$ cat config.mk
export PLATFORM = sky130hd
export DESIGN_NAME = smc_control_unit
export DESIGN_NICKNAME = d
export VERILOG_FILES = /design/src/rtl/smc_pkg.sv /design/src/rtl/smc_control_unit.sv /design/src/rtl/smc_sync.sv /design/src/rtl/smc_blank_timer.sv
export VERILOG_INCLUDE_DIRS = /design/src /design/src/rtl
export SDC_FILE = /design/constraint.sdc
export NUM_CORES = 1
export LEC_CHECK = 0
export BUFFER_PORTS_ARGS = -buffer_cell sky130_fd_sc_hd__buf_2
export CAP_MARGIN = 20
export CORE_MARGIN = 5
export CORE_UTILIZATION = 55
export DETAILED_ROUTE_END_ITERATION = 8
export GPL_TIMING_DRIVEN = 0
export PLACE_DENSITY = 0.72
export SETUP_SLACK_MARGIN = 0.05
export SLEW_MARGIN = 20
export SYNTH_ARGS = -nofsm -noshare
export SYNTH_HDL_FRONTEND = slang
export SYNTH_HIERARCHICAL = 1
export SYNTH_SLANG_ARGS = --single-unit
$ cat constraint.sdc
create_clock -name clk_in -period 4.4 [get_ports clk_in]
set_input_delay 0.88 -clock clk_in [delete_from_list [all_inputs] [get_ports clk_in]]
set_output_delay 0.88 -clock clk_in [all_outputs]
set_load 0.03 [all_outputs]
$ cat src/rtl/smc_regs.svh
`ifndef SMC_REGS_SVH
`define SMC_REGS_SVH

// ***********************************************************************
// Timebase
// ***********************************************************************
`define SMC_CLK_MHZ           100

// ***********************************************************************
// Blanking and spike-blanking times, with their cycle counts
// ***********************************************************************
`define SMC_BLANK_TIME_US     20000
`define SMC_BLANK_CYCLES      (`SMC_BLANK_TIME_US * `SMC_CLK_MHZ)
`define SMC_BLANK_WIDTH       21
`define SMC_SPIKE_TIME_NS     8000
`define SMC_SPIKE_CYCLES      ((`SMC_SPIKE_TIME_NS * `SMC_CLK_MHZ) / 1000)
`define SMC_SPIKE_WIDTH       10
`define SMC_ARM_TIME_US       1000
`define SMC_ARM_CYCLES        (`SMC_ARM_TIME_US * `SMC_CLK_MHZ)
`define SMC_ARM_WIDTH         17

// ***********************************************************************
// Reset values of the drive outputs
// ***********************************************************************
`define SMC_RST_BIAS_ON       1'b1
`define SMC_RST_CELL_OFF      1'b0
`define SMC_RST_REDUCED       1'b0
`define SMC_RST_CLAMP         1'b1
`define SMC_RST_BURST_FLAG    1'b0

`endif

$ cat src/rtl/smc_pkg.sv
package smc_pkg;

	// ***********************************************************************
	// Operating modes
	// ***********************************************************************
	typedef enum logic [1:0] {
		MODE_NORMAL,
		MODE_BURST,
		MODE_AUTO_RESTART,
		MODE_LATCHED
	} smc_mode_t;

	// ***********************************************************************
	// Comparator levels arriving from the analogue side
	// ***********************************************************************
	typedef struct packed {
		logic fb_below_enter;
		logic fb_above_wake;
		logic fb_below_sleep;
		logic fb_above_high;
		logic bl_upper;
		logic bl_low;
		logic vcc_over;
		logic vcc_under;
		logic vcc_below_reset;
		logic over_temp;
		logic sec_short;
	} smc_cmp_t;

	// ***********************************************************************
	// Controls driven back into the analogue side
	// ***********************************************************************
	typedef struct packed {
		logic bias_on;
		logic startup_cell_off;
		logic reduced_limit;
		logic clamp_closed;
		logic burst_flag;
	} smc_drive_t;

endpackage : smc_pkg

$ cat src/rtl/smc_control_unit.sv
// Overview of operation
// RULE_01 - Burst and auto-restart entry both wait out a 20 ms blanking.
// RULE_02 - Burst uses the fixed interval; auto restart may be extended.
// RULE_03 - After 20 ms auto restart still waits for the pin upper level.
// RULE_04 - Clamp switch on the blanking pin opens when 20 ms expires.
// RULE_05 - Auto restart begins 8 us after the pin gate enables.
// RULE_06 - Soft start holds the blanking timers disabled.
// RULE_07 - Blanking counter stays zero until feedback drops below low level.
// RULE_08 - Burst entered when 20 ms elapses with feedback still low.
// RULE_09 - Burst entry sets burst flag and turns internal bias off.
// RULE_10 - Startup cell is kept off during burst mode.
// RULE_11 - In burst, feedback above wake level turns bias back on.
// RULE_12 - Reduced current limit is enabled throughout burst mode.
// RULE_13 - In burst, feedback below sleep level turns bias off again.
// RULE_14 - Feedback above high level leaves burst and restores full limit.
// RULE_15 - Faults are mapped to latched off or auto restart.
// RULE_16 - External latch enable on the blanking pin forces latched off.
// RULE_17 - Latched off persists until supply falls below reset level.
// RULE_18 - Overvoltage needs high supply and high feedback together.
// RULE_19 - Secondary short detection latches off at once.
// RULE_20 - Pin pulled low latches off, ignored for 1 ms after startup.
// RULE_21 - Overtemperature and overvoltage pass an 8 us spike filter.
// RULE_22 - Comparators synchronised; durations counted in timebase cycles.
// RULE_23 - Latch wins over auto restart; auto restart reruns soft start.
`include "smc_regs.svh"

module smc_control_unit #(
	parameter int unsigned BLANK_CYCLES = `SMC_BLANK_CYCLES,
	parameter int unsigned ARM_CYCLES   = `SMC_ARM_CYCLES
) (
	// Clock and reset
	input  wire logic                clk_in,
	input  wire logic                reset_in,
	// Comparator levels, asynchronous to the timebase
	input  wire smc_pkg::smc_cmp_t   cmp_in,
	// Soft-start block, same clock
	input  wire logic                soft_start_active_in,
	// Analogue controls
	output smc_pkg::smc_drive_t      drive_out,
	output smc_pkg::smc_mode_t       mode_out,
	output logic                     soft_start_restart_out
);

	import smc_pkg::*;

	// ***********************************************************************
	// Mode decoding
	// ***********************************************************************
	// The burst and overload timers only run from normal operation outside soft start, so every
	// other mode, and each fresh start, leaves them cleared.
	function automatic logic timers_free(input smc_mode_t mode,
	                                     input logic      soft_start);
		return (mode == MODE_NORMAL) && !soft_start;
	endfunction : timers_free

	function automatic logic in_burst(input smc_mode_t mode);
		return mode == MODE_BURST;
	endfunction : in_burst

	function automatic logic in_fault(input smc_mode_t mode);
		return (mode == MODE_AUTO_RESTART) || (mode == MODE_LATCHED);
	endfunction : in_fault

	// ***********************************************************************
	// Synchronised comparator levels
	// ***********************************************************************
	smc_cmp_t  cmp;
	smc_mode_t mode_reg;
	smc_mode_t mode_next;
	logic      restart_reg;

	smc_sync #(
		.WIDTH    ($bits(smc_cmp_t))
	) u_sync (
		.clk_in   (clk_in),
		.reset_in (reset_in),
		.async_in (cmp_in),
		.sync_out (cmp)                             // [RULE_22]
	);

	// ***********************************************************************
	// Blanking timers
	// ***********************************************************************
	logic burst_run;
	logic burst_done;
	logic overload_run;
	logic overload_done;
	logic restart_gate;
	logic restart_run;
	logic restart_done;
	logic ov_run;
	logic ov_done;
	logic ot_done;
	logic arm_done;

	// Both timers idle at zero outside normal running and while soft start is
	// active, so startup transients never count towards a mode change.
	assign burst_run    = timers_free(mode_reg, soft_start_active_in)
	                      && cmp.fb_below_enter;     // [RULE_06] [RULE_07]
	assign overload_run = timers_free(mode_reg, soft_start_active_in)
	                      && cmp.fb_above_high;      // [RULE_06]

	smc_blank_timer #(
		.WIDTH    (`SMC_BLANK_WIDTH),
		.LIMIT    (BLANK_CYCLES)
	) u_burst_timer (
		.clk_in   (clk_in),
		.reset_in (reset_in),
		.run_in   (burst_run),
		.done_out (burst_done)                      // [RULE_01] [RULE_22]
	);

	smc_blank_timer #(
		.WIDTH    (`SMC_BLANK_WIDTH),
		.LIMIT    (BLANK_CYCLES)
	) u_overload_timer (
		.clk_in   (clk_in),
		.reset_in (reset_in),
		.run_in   (overload_run),
		.done_out (overload_done)                   // [RULE_01]
	);

	// With no capacitor the pin reaches the upper level at once after the
	// clamp opens, which gives the basic interval; a capacitor extends it.
	assign restart_gate = overload_done && cmp.bl_upper; // [RULE_02] [RULE_03]
	assign restart_run  = restart_gate;

	smc_blank_timer #(
		.WIDTH    (`SMC_SPIKE_WIDTH),
		.LIMIT    (`SMC_SPIKE_CYCLES)
	) u_restart_spike (
		.clk_in   (clk_in),
		.reset_in (reset_in),
		.run_in   (restart_run),
		.done_out (restart_done)                    // [RULE_05]
	);

	assign ov_run = cmp.vcc_over && cmp.fb_above_high; // [RULE_18]

	smc_blank_timer #(
		.WIDTH    (`SMC_SPIKE_WIDTH),
		.LIMIT    (`SMC_SPIKE_CYCLES)
	) u_ov_spike (
		.clk_in   (clk_in),
		.reset_in (reset_in),
		.run_in   (ov_run),
		.done_out (ov_done)                         // [RULE_21]
	);

	smc_blank_timer #(
		.WIDTH    (`SMC_SPIKE_WIDTH),
		.LIMIT    (`SMC_SPIKE_CYCLES)
	) u_ot_spike (
		.clk_in   (clk_in),
		.reset_in (reset_in),
		.run_in   (cmp.over_temp),
		.done_out (ot_done)                         // [RULE_21]
	);

	// Runs once from reset and then holds done, arming the external latch.
	smc_blank_timer #(
		.WIDTH    (`SMC_ARM_WIDTH),
		.LIMIT    (ARM_CYCLES)
	) u_latch_arm (
		.clk_in   (clk_in),
		.reset_in (reset_in),
		.run_in   (1'b1),
		.done_out (arm_done)                        // [RULE_20]
	);

	// ***********************************************************************
	// Fault requests
	// ***********************************************************************
	logic latch_req;
	logic restart_req;
	logic restart_clear;

	assign latch_req   = ov_done || ot_done || cmp.sec_short  // [RULE_19]
	                     || (arm_done && cmp.bl_low);  // [RULE_15] [RULE_16]
	assign restart_req = restart_done || cmp.vcc_under; // [RULE_15]

	// A shorted optocoupler shows up as undervoltage, so it needs no input.
	assign restart_clear = !cmp.vcc_under && !cmp.fb_above_high;

	// ***********************************************************************
	// Mode sequencing
	// ***********************************************************************
	always_comb begin
		mode_next = mode_reg;
		unique case (mode_reg)
			MODE_NORMAL: begin
				if (latch_req) begin
					mode_next = MODE_LATCHED;          // [RULE_23]
				end else if (restart_req) begin
					mode_next = MODE_AUTO_RESTART;
				end else if (burst_done) begin
					mode_next = MODE_BURST;            // [RULE_08]
				end
			end
			MODE_BURST: begin
				if (latch_req) begin
					mode_next = MODE_LATCHED;
				end else if (cmp.vcc_under) begin
					mode_next = MODE_AUTO_RESTART;
				end else if (cmp.fb_above_high) begin
					mode_next = MODE_NORMAL;           // [RULE_14]
				end
			end
			MODE_AUTO_RESTART: begin
				if (latch_req) begin
					mode_next = MODE_LATCHED;          // [RULE_23]
				end else if (restart_clear) begin
					mode_next = MODE_NORMAL;           // [RULE_23]
				end
			end
			MODE_LATCHED: begin
				if (cmp.vcc_below_reset) begin
					mode_next = MODE_NORMAL;           // [RULE_17]
				end
			end
		endcase
	end

	always_ff @(posedge clk_in or posedge reset_in) begin
		if (reset_in) begin
			mode_reg <= MODE_NORMAL;
		end else begin
			mode_reg <= mode_next;
		end
	end

	// Leaving auto restart or latched off starts a fresh soft start.
	always_ff @(posedge clk_in or posedge reset_in) begin
		if (reset_in) begin
			restart_reg <= 1'b0;
		end else begin
			restart_reg <= (mode_next == MODE_NORMAL)
			               && in_fault(mode_reg);  // [RULE_23]
		end
	end

	// ***********************************************************************
	// Analogue drive
	// ***********************************************************************
	logic bias_reg;
	logic burst_flag_reg;
	logic reduced_reg;
	logic cell_off_reg;
	logic clamp_reg;

	always_ff @(posedge clk_in or posedge reset_in) begin
		if (reset_in) begin
			bias_reg <= `SMC_RST_BIAS_ON;
		end else if (in_burst(mode_next)) begin
			if (!in_burst(mode_reg)) begin
				bias_reg <= 1'b0;                      // [RULE_09]
			end else if (cmp.fb_above_wake) begin
				bias_reg <= 1'b1;                      // [RULE_11]
			end else if (cmp.fb_below_sleep && burst_flag_reg) begin
				bias_reg <= 1'b0;                      // [RULE_13]
			end
		end else begin
			bias_reg <= (mode_next == MODE_NORMAL);
		end
	end

	// Flag, reduced limit and startup cell follow burst mode exactly, so
	// they drop on the same edge that leaves it.
	always_ff @(posedge clk_in or posedge reset_in) begin
		if (reset_in) begin
			burst_flag_reg <= `SMC_RST_BURST_FLAG;
		end else begin
			burst_flag_reg <= in_burst(mode_next);     // [RULE_09]
		end
	end

	always_ff @(posedge clk_in or posedge reset_in) begin
		if (reset_in) begin
			reduced_reg <= `SMC_RST_REDUCED;
		end else begin
			reduced_reg <= in_burst(mode_next);        // [RULE_12] [RULE_14]
		end
	end

	always_ff @(posedge clk_in or posedge reset_in) begin
		if (reset_in) begin
			cell_off_reg <= `SMC_RST_CELL_OFF;
		end else begin
			cell_off_reg <= in_burst(mode_next);       // [RULE_10]
		end
	end

	// The clamp opens once the overload interval expires and closes again
	// as soon as feedback recovers or a mode is entered.
	always_ff @(posedge clk_in or posedge reset_in) begin
		if (reset_in) begin
			clamp_reg <= `SMC_RST_CLAMP;
		end else begin
			clamp_reg <= !overload_done;               // [RULE_04]
		end
	end

	// ***********************************************************************
	// Outputs
	// ***********************************************************************
	assign drive_out              = '{
		bias_on:          bias_reg,
		startup_cell_off: cell_off_reg,
		reduced_limit:    reduced_reg,
		clamp_closed:     clamp_reg,
		burst_flag:       burst_flag_reg
	};
	assign mode_out               = mode_reg;
	assign soft_start_restart_out = restart_reg;

endmodule : smc_control_unit

$ cat src/rtl/smc_sync.sv
module smc_sync #(
	parameter int unsigned WIDTH = 1
) (
	// Clock and reset
	input  wire logic             clk_in,
	input  wire logic             reset_in,
	// Data
	input  wire logic [WIDTH-1:0] async_in,
	output logic      [WIDTH-1:0] sync_out
);

	logic [WIDTH-1:0] stage_reg;

	// Each bit is its own two-stage chain; bits are not coherent as a word.
	genvar i;
	generate
		for (i = 0; i < WIDTH; i++) begin : g_bit
			always_ff @(posedge clk_in or posedge reset_in) begin
				if (reset_in) begin
					stage_reg[i] <= 1'b0;
					sync_out[i]  <= 1'b0;
				end else begin
					stage_reg[i] <= async_in[i];
					sync_out[i]  <= stage_reg[i];
				end
			end
		end
	endgenerate

endmodule : smc_sync

$ cat src/rtl/smc_blank_timer.sv
module smc_blank_timer #(
	parameter int unsigned WIDTH = 8,
	parameter int unsigned LIMIT = 10
) (
	// Clock and reset
	input  wire logic clk_in,
	input  wire logic reset_in,
	// Control
	input  wire logic run_in,
	output logic      done_out
);

	logic [WIDTH-1:0] count_reg;

	// The count is cleared whenever the qualifying condition drops, so a
	// brief condition never accumulates across separate episodes.
	always_ff @(posedge clk_in or posedge reset_in) begin
		if (reset_in) begin
			count_reg <= '0;
		end else if (!run_in) begin
			count_reg <= '0;
		end else if (count_reg != WIDTH'(LIMIT)) begin
			count_reg <= count_reg + WIDTH'(1);
		end
	end

	assign done_out = run_in && (count_reg == WIDTH'(LIMIT));

endmodule : smc_blank_timer

==> reports/metrics.yaml, run 1 <==
route:
  ant_nets: 0
  drtPass1Iterations: 5
  vias_per_cell: 5.65
  wl_per_cell_um: 15.0
  dr.first_iter.drc_count: 279
  drt-total-wl_mm: 11.3
  remaining_drc_errors: 0
  num_vias: 4271
logic_synthesis:
  netlist_instances: 568
  synth-seq-cells: 117
  synth_area_leader_cell: "dfrtp_1"
  ys_warn_count: 6
  avgSynthCellArea_um2: 10.2
  async_reset_ff_share_pct: 100
  synth_fp_nets: 594
  synth_edf_count: 0
  synth.area.top_cells: "dfrtp_1 49%, xor2_1 4.2%, nor2_1 3.3%, nand2_1 3.2%, a21oi_1 2.6%"
  synth_common_cells: "115 x dfrtp_1, 51 x nor2_1, 49 x nand2_1"
  yosysTopAreaCellShare_pct: 49.4
  ys.flop_type: "dfrtp_1"
  seq_area_frac_synth_pct: 50.3
  synth.most_common_cell: "dfrtp_1"
  synth.distinct_cells: 60
  netlist_area_um2: 5820
critical_path:
  reg2reg_slack_ps: 1290
  reg2reg_from: "mode_out[1]"
  cp-end-kind: "flop"
  critPathBufInv: 4
  critPathArrivalTime_ps: 3520
  reg2reg_depth: 13
  critPathKind: "reg2reg"
  max_stage_delay_ps: 420
  r2r_end: "cell_off_reg"
  crit_slowest_cell: "dfrtp_1"
  critPathMaxFanout: 10
  crit_required_ps: 4800
  cp-start-kind: "flop"
  cp_common_cell: "and2_1"
  cpLargestDelayFamily: "simple AND/OR/NAND/NOR gates"
  path_cells: "buf_12 > nor3_1 > and2_1 > inv_1 > clkbuf_1 > nor3_1 > and2_1 > clkbuf_1 > and2_1 > nor4b_1 > or2_1 > a2bb2oi_1 > nor2b_4"
finish:
  nets: 634
  area.growth.synth_to_final_pct: 15.5
  seqCellArea_um2: 2930
  multi_input_area_um2: 2640
  final_cell_area_um2: 6720
  drive_above_1_share_pct: 14.5
  antennaDiodeCount: 0
  num-fill-cells: 823
place:
  portBuffers: 21
  hpwl_mm: 7.78
  place_area_um2: 6100
  gp_congestion: 0.858
timing:
  layout_min_cycle_time_ps: 3110
  slew_headroom_pct: 45.9
  fin_crit_sh_pct: 70.7
  tightest_slew_ps: 811
  report.final.slew_viol_count: 0
  fin_worst_skew_ps: 6.79
  hold_viol: 0
  rsz0062_at_grt: "no"
  clock.fmax_ghz: 0.321
  tns_ps: 0
  finalSetupViolations: 0
die:
  start_util_pct: 56.4
  coreArea_um2: 10300
  num_io_pins: 22
  rows: 37
  die_x_um: 113
  die_area_um2: 12700
  die_y_um: 113
clock_network:
  cts_inserted_buffers: 17
  ctsResizeCount: 0
  cts_tree: "yes"
  ctsLongestPathBuffers: 2
  clk_pin_slew_ps: 60
  clock-sinks: 117
  clk-insertion-delay-late_ps: 520
  cts_htree_levels: 4
  hold_buffers: 0
  root_buffer: "clkbuf_8"
  cts_setup_buffers: 0
grt:
  grt_pass1_wl_mm: 20.5
  overflow: 0
  antenna_found_initial: 0
  grt_use_total_pct: 20.0
  first_global_vias: 4369
  grt_max_degree: 23
pwr:
  max-vdd-ir-drop_v: 0.000263
  combinationalPowerShare_pct: 10.0
  sw_frac_of_total_pct: 23.6
  p_seq_share_pct: 39.7
  power_density_nw_per_um2: 434
  clock_power_share_pct: 50.3
  internal_power_mw: 2.23
  p_switching_mw: 0.687
  p_leak_nw: 2.69
worst_hold_path:
  holdPathEnd: "u_sync/sync_out[8]"
  min_from: "u_sync/stage_reg[8]"
  hold_class: "reg2reg"
  hold_depth: 0
outcome:
  status: "complete, no violations"
flow_run:
  drv_cap: 0
worst max path at each step:
stage | startpoint | to | slack, ps | cells after the start
4_1_cts | mode_out[1] | cell_off_reg | 1250 | 13
2_1_floorplan | soft_start_active_in | cell_off_reg | 1470 | 12
3_5_place_dp | soft_start_active_in | cell_off_reg | 850 | 13
3_3_place_gp | soft_start_active_in | cell_off_reg | 920 | 13
6_report | mode_out[1] | cell_off_reg | 1290 | 13
5_1_grt | mode_out[1] | cell_off_reg | 1010 | 13
power groups by stage:
| stage | registers, mW | clock network (mW) | logic [mW] |
|---|---|---|---|
| global placement | 1.17 | 0 | 0.289 |
| global route | 1.17 | 1.54 | 0.323 |
| finish | 1.16 | 1.46 | 0.292 |
| floorplan | 1.19 | 0 | 0.199 |
| detailed placement | 1.18 | 0 | 0.295 |
| CTS | 1.16 | 1.49 | 0.297 |
metrics by stage:
stage	util [%]	setup slack (ps)	total power, mW	hold slack [ps]	std cells
2_1_floorplan	-	1470	1.39	331	568
3_3_place_gp	59.0	916	1.46	331	725
3_5_place_dp	59.0	853	1.47	337	725
4_1_cts	65.1	1250	2.95	350	756
5_1_grt	65.1	1010	3.03	355	756
6_report	65.1	1290	2.92	348	756
placed cells by master, fill, tap and decap left out, types with 12 or more instances in the layout:
cell / n
inv_1: 35
o21ai_0: 17
ha_1: 12
xor2_1: 28
or3_1: 16
clkbuf_16: 16
or4_1: 12
mux2i_1: 12
dfrtp_1: 115
a21oi_1: 30
nor2_1: 51
nand3_1: 28
buf_2: 23
xnor2_1: 13
nand4_1: 18
nand2_1: 49
layer usage:
metal  global-route usage, %  routed length [µm]  part of all wire, %  up-vias
met3                    5.03                 351                  3.1        9
met1                    25.6                5280                   47     2124
li1                        -                   -                    -     2082
met4                    6.97                 114                  1.0        0
met5                       0                   0                    0        -
met2                    33.2                5600                   49       56
logic make-up after synthesis:
family,after synthesis,synth area share (%)
compound gates,75,7.95
xor+xnor,41,6.17
fa+ha+maj,12,2.58
buf+inv,54,4.39
flops,117,50.3
mux,12,2.06
other cells,1,0.0644
simple gates,256,26.4
cell type report:
| type | count | area share [%] |
|---|---|---|
| buffer | 18 | 1.79 |
| clock buffer | 21 | 6.68 |
| clock inverter | 10 | 2.64 |
| inverter | 36 | 2.01 |
| multi-input combinational | 397 | 39.2 |
| sequential | 117 | 43.6 |
| tap | 136 | 2.53 |
| timing repair buffer | 21 | 1.56 |
Note: power is estimated with default switching activity, not from simulation.
==> run 2, diff against run 1 <==
==> constraint.sdc (replaced) <==
create_clock -name clk_in -period 3 [get_ports clk_in]
set_input_delay 0.6 -clock clk_in [delete_from_list [all_inputs] [get_ports clk_in]]
set_output_delay 0.6 -clock clk_in [all_outputs]
set_load 0.03 [all_outputs]
==> run 2 against run 1 <==
  * Wire length fell by 0.31%
  * Sequential power grew 47%
  * Count of clock-buffer cells in the layout stayed put
  * Utilization is essentially flat
  * First-iteration DRC count is 9.0% higher
  * Die area did not move
  * Critical path depth decreased by 1
  * Clock skew down 1.3 ps
  * Flip-flop and latch count stayed put
  * Non-clock buffer count is 1 lower
  * Sequential share of layout area is essentially flat
  * Setup slack worse by 980 ps
  * Critical path type unchanged
==> reports/metrics.yaml, run 2 (synthesis gave the netlist of run 1 again) <==
timing:
  slew_headroom_pct: 45.8  # -0.095 points
  tightest_slew_ps: 812  # +1.43 ps
  fin_crit_sh_pct: 89.9  # +19 points
  layout_min_cycle_time_ps: 2700  # -416 ps
  rsz0062_at_grt: "no"
  report.final.slew_viol_count: 0  # unchanged
  clock.fmax_ghz: 0.371  # +15%
  hold_viol: 0  # unchanged
  holdWs_ps: 97.8  # -250 ps
  finalSetupViolations: 0  # unchanged
  setup_slack_ps: 303  # -984 ps
  fin_worst_skew_ps: 5.47  # -1.31 ps
die:
  num_io_pins: 22  # unchanged
  die_x_um: 113  # unchanged
  die_y_um: 113  # unchanged
  coreArea_um2: 10300  # unchanged
  rows: 37  # unchanged
  start_util_pct: 56.4  # unchanged
  die_area_um2: 12700  # unchanged
pwr:
  p_leak_nw: 2.69  # about the same
  power_density_nw_per_um2: 635  # +46%
  total_power_mw: 4.27  # +47%
  max-vdd-ir-drop_v: 0.000385  # +47%
place:
  place_area_um2: 6100  # unchanged
  gp_congestion: 0.858  # unchanged
  portBuffers: 21  # unchanged
  hpwl_mm: 7.78  # unchanged
  place_ws_ps: -267  # -1120 ps
finish:
  area.growth.synth_to_final_pct: 15.6  # about the same
  antennaDiodeCount: 0  # unchanged
  drive_above_1_share_pct: 15.0  # +0.51 points
  layout_commonest_cell: "dfrtp_1"
  final_cell_area_um2: 6730  # about the same
  nets: 633  # -0.16%
  final_cell_mix: "115 x dfrtp_1, 51 x nor2_1, 49 x nand2_1"
critical_path:
  crit_required_ps: 3400  # -1400 ps
  startpoint: "mode_out[1]"
  path_cells: "buf_12 > nor3_1 > and2_2 > inv_1 > clkbuf_1 > nor3_2 > and2_4 > and2_1 > nor4b_1 > or2_1 > a2bb2oi_1 > nor2b_4"
  critPathMaxFanout: 10  # unchanged
  cp-end-kind: "flop"
  endpoint: "cell_off_reg"
  reg2reg_depth: 12  # -1
  max_stage_delay_ps: 420  # about the same
  crit_slowest_cell: "dfrtp_1"
  reg2reg_slack_ps: 300  # -980 ps
  critPathKind: "reg2reg"
  cp-start-kind: "flop"
  r2r_end: "cell_off_reg"
  reg2reg_from: "mode_out[1]"
  critPathArrivalTime_ps: 3090  # -430 ps
grt:
  overflow: 0  # unchanged
  antenna_found_initial: 0  # unchanged
  grt_pass1_wl_mm: 20.5  # about the same
  first_global_vias: 4360  # -0.21%
  grt_use_total_pct: 20.0  # unchanged
  grt_max_degree: 23  # unchanged
route:
  wl_met1_mm: 5.26  # -0.49%
  remaining_drc_errors: 0  # unchanged
  num_vias: 4254  # -0.40%
  drtPass1Iterations: 6  # +1
  wl_met2_mm: 5.63  # +0.54%
  dr.max_layer_used: "met4"
  ant_nets: 0  # unchanged
  vias_per_cell: 5.63  # -0.27%
  wl_met3_um: 316  # -10%
  drt-total-wl_mm: 11.3  # -0.31%
  wl_per_cell_um: 15.0  # -0.18%
  dr.first_iter.drc_count: 304  # +9.0%
clock_network:
  clock-sinks: 117  # unchanged
  clk-insertion-delay-late_ps: 520  # about the same
  clk_pin_slew_ps: 60  # about the same
  cts_htree_levels: 4  # unchanged
  cts_inserted_buffers: 17  # unchanged
  ctsLongestPathBuffers: 2  # unchanged
  root_buffer: "clkbuf_8"
  cts_tree: "yes"
worst_hold_path:
  hold_class: "in2async"
flow_run:
  drv_cap: 0  # unchanged
outcome:
  status: "complete, no violations"
-- run 2: report_power, final --
| group | internal, mW | leakage, nW | switching, mW |
|---|---|---|---|
| combinational | 0.163 | 0.819 | 0.266 |
| clock | 1.46 | 0.308 | 0.680 |
| sequential | 1.64 | 1.56 | 0.0581 |
| total | 3.27 | 2.69 | 1.00 |
-- run 2: worst min path at each step --
stage                        endpoint  slack (ps)  cells after the start
6_report       soft_start_restart_out         100                      2
5_1_grt        soft_start_restart_out         110                      2
4_1_cts        soft_start_restart_out          70                      2
3_5_place_dp       u_sync/sync_out[8]         340                      0
3_3_place_gp       u_sync/sync_out[5]         330                      0
2_1_floorplan      u_sync/sync_out[0]         330                      0
-- run 2: timing repair --
action | 4_1_cts | 5_1_grt
gates cloned | 0 | 0
setup buffers | 0 | 0
hold buffers | 0 | 0
setup endpoints to repair | 5 | 5
resized for setup | 1 | 3
-- run 2: critical path, delay by kind of cell (launching register included) --
kind	cells	cell delay, ps
buffers and inverters	3	450
AO/OA/AOI/OAI	1	150
AND/OR/NAND/NOR	8	1570
flip-flops	1	420
-- run 2: layout make-up --
class,count,area (µm²)
buffer,17,116
clock buffer,21,449
clock inverter,10,178
fill,821,3600
inverter,36,135
multi-input combinational,397,2640
sequential,117,2930
tap,136,170
timing repair buffer,21,105
-- run 2: per-stage QoR --
step	setup TNS (ps)	instances	utilization, %
after global routing	0	755	65.2
after detailed placement	-895	725	59.0
after global placement	-607	725	59.0
after CTS	0	755	65.1
after floorplan	0	568	-
final	0	755	65.2
-- run 2: metal layers --
| metal | up-vias | track usage (%) |
|---|---|---|
| met5 | - | 0 |
| met4 | 0 | 6.97 |
| met3 | 10 | 5.03 |
| met2 | 45 | 33.2 |
| met1 | 2118 | 25.6 |
| li1 | 2081 | - |
==> run 3, diff against run 2 <==
==> constraint.sdc (replaced) <==
create_clock -name clk_in -period 3 [get_ports clk_in]
set_input_delay 0.45 -clock clk_in [delete_from_list [all_inputs] [get_ports clk_in]]
set_output_delay 0.45 -clock clk_in [all_outputs]
set_load 0.03 [all_outputs]
==> run 3 against run 2 <==
  * Final cell count increased by 0.13%
  * Setup slack barely moved
  * Non-clock buffer count grew 1
  * Wire length shrank 0.19%
  * Flip-flop and latch count did not move
  * Total power about the same
==> reports/metrics.yaml, run 3 (synthesis gave the netlist of run 1 again) <==
place:
  hpwl_mm: 7.78  # unchanged
  place_ws_ps: -140  # +127 ps
  portBuffers: 21  # unchanged
  gp_congestion: 0.858  # unchanged
  place_area_um2: 6100  # unchanged
critical_path:
  critPathBufInv: 3  # unchanged
  max_stage_delay_ps: 420  # about the same
  cp-start-kind: "flop"
  crit_required_ps: 3400  # about the same
  cp-end-kind: "flop"
  path_cells: "buf_12 > nor3_1 > and2_2 > inv_1 > clkbuf_1 > nor3_2 > and2_4 > and2_1 > nor4b_1 > or2_1 > a2bb2oi_1 > nor2b_4"
  critPathMaxFanout: 10  # unchanged
  crit_slowest_cell: "dfrtp_1"
  cpLargestDelayFamily: "simple AND/OR/NAND/NOR gates"
  critPathArrivalTime_ps: 3090  # about the same
  critPathKind: "reg2reg"
clock_network:
  ctsLongestPathBuffers: 2  # unchanged
  clk_pin_slew_ps: 60  # about the same
  root_buffer: "clkbuf_8"
  cts_tree: "yes"
  cts_inserted_buffers: 17  # unchanged
  cts_htree_levels: 4  # unchanged
  clk-insertion-delay-late_ps: 520  # about the same
  clock-sinks: 117  # unchanged
route:
  drt-total-wl_mm: 11.3  # -0.19%
  drtPass1Iterations: 6  # unchanged
  ant_nets: 0  # unchanged
  num_vias: 4260  # +0.14%
  vias_per_cell: 5.63  # about the same
  remaining_drc_errors: 0  # unchanged
  wl_per_cell_um: 14.9  # -0.32%
  dr.first_iter.drc_count: 280  # -7.9%
timing:
  hold_viol: 0  # unchanged
  fin_crit_sh_pct: 89.9  # about the same
  layout_min_cycle_time_ps: 2700  # +0.283 ps
  report.final.slew_viol_count: 0  # unchanged
  tightest_slew_ps: 812  # +0.0559 ps
  slew_headroom_pct: 45.8  # about the same
  fin_worst_skew_ps: 6.15  # +0.672 ps
  setup_slack_ps: 302  # -0.283 ps
  clock.fmax_ghz: 0.371  # about the same
  tns_ps: 0  # unchanged
  holdWs_ps: 35.7  # -62.1 ps
  finalSetupViolations: 0  # unchanged
  rsz0062_at_grt: "no"
die:
  die_y_um: 113  # unchanged
  num_io_pins: 22  # unchanged
  die_x_um: 113  # unchanged
  coreArea_um2: 10300  # unchanged
  rows: 37  # unchanged
  start_util_pct: 56.4  # unchanged
  die_area_um2: 12700  # unchanged
finish:
  final_cell_area_um2: 6740  # +0.15%
  antennaDiodeCount: 0  # unchanged
  drive_above_1_share_pct: 15.0  # -0.024 points
  final_cell_mix: "115 x dfrtp_1, 51 x nor2_1, 49 x nand2_1"
  area.growth.synth_to_final_pct: 15.8
  nets: 634  # +0.16%
  layout_commonest_cell: "dfrtp_1"
outcome:
  status: "complete, no violations"
grt:
  grt_max_degree: 23  # unchanged
  antenna_found_initial: 0  # unchanged
  first_global_vias: 4369  # +0.21%
  grt_use_total_pct: 20.0  # -0.023 points
  overflow: 0  # unchanged
  grt_pass1_wl_mm: 20.5  # unchanged
pwr:
  power_density_nw_per_um2: 634  # -0.15%
  max-vdd-ir-drop_v: 0.000385  # about the same
  p_leak_nw: 2.69  # +0.16%
flow_run:
  drv_cap: 0  # unchanged
worst_hold_path:
  hold_class: "in2reg"
## run 3: final cells by class
cell class | instances | area [µm²]
Timing Repair Buffer | 22 | 115
Sequential cell | 117 | 2930
Clock inverter | 10 | 178
Buffer | 17 | 116
Clock buffer | 21 | 449
Fill cell | 821 | 3590
Inverter | 36 | 135
Tap cell | 136 | 170
Multi-Input combinational cell | 397 | 2640
## run 3: per-layer routing
layer | wire length [µm] | GRT usage (%) | share of wire [%] | up-vias
met3 | 324 | 5.03 | 2.9 | 11
li1 | - | - | - | 2082
met1 | 5240 | 25.6 | 46 | 2116
met5 | 0 | 0 | 0 | -
met4 | 130 | 6.97 | 1.2 | 0
met2 | 5600 | 33.1 | 50 | 51
## run 3: final timing paths
kind	start	end	slack, ps	cells past startpoint
setup / recovery	mode_out[1]	cell_off_reg	300	12
hold / removal	cmp_in[4]	u_sync/stage_reg[4]	40	1
setup reg to reg	mode_out[1]	cell_off_reg	300	12
hold reg to reg	u_sync/stage_reg[8]	u_sync/sync_out[8]	350	0
max in group asynchronous	reset_in	u_sync/stage_reg[9]	1750	3
min in group asynchronous	reset_in	soft_start_restart_out	490	3
## run 3: report_power, final
group | total, mW | internal (mW) | switching [mW]
combinational | 0.430 | 0.164 | 0.266
clock | 2.14 | 1.46 | 0.678
sequential | 1.70 | 1.64 | 0.0582
## run 3: timing repair
| action | 4_1_cts | 5_1_grt |
|---|---|---|
| setup endpoints to repair | 5 | 5 |
| hold buffers | 1 | 0 |
| resized for setup | 1 | 3 |
| endpoints found under the hold margin | 16 | 0 |
| buffers inserted | 0 | 0 |
## run 3: per-stage QoR
stage	util (%)	power, mW	instances
floorplan	-	2.04	568
global placement	59.0	2.15	725
detailed placement	59.0	2.16	725
CTS	65.2	4.32	756
global route	65.3	4.45	756
finish	65.3	4.27	756
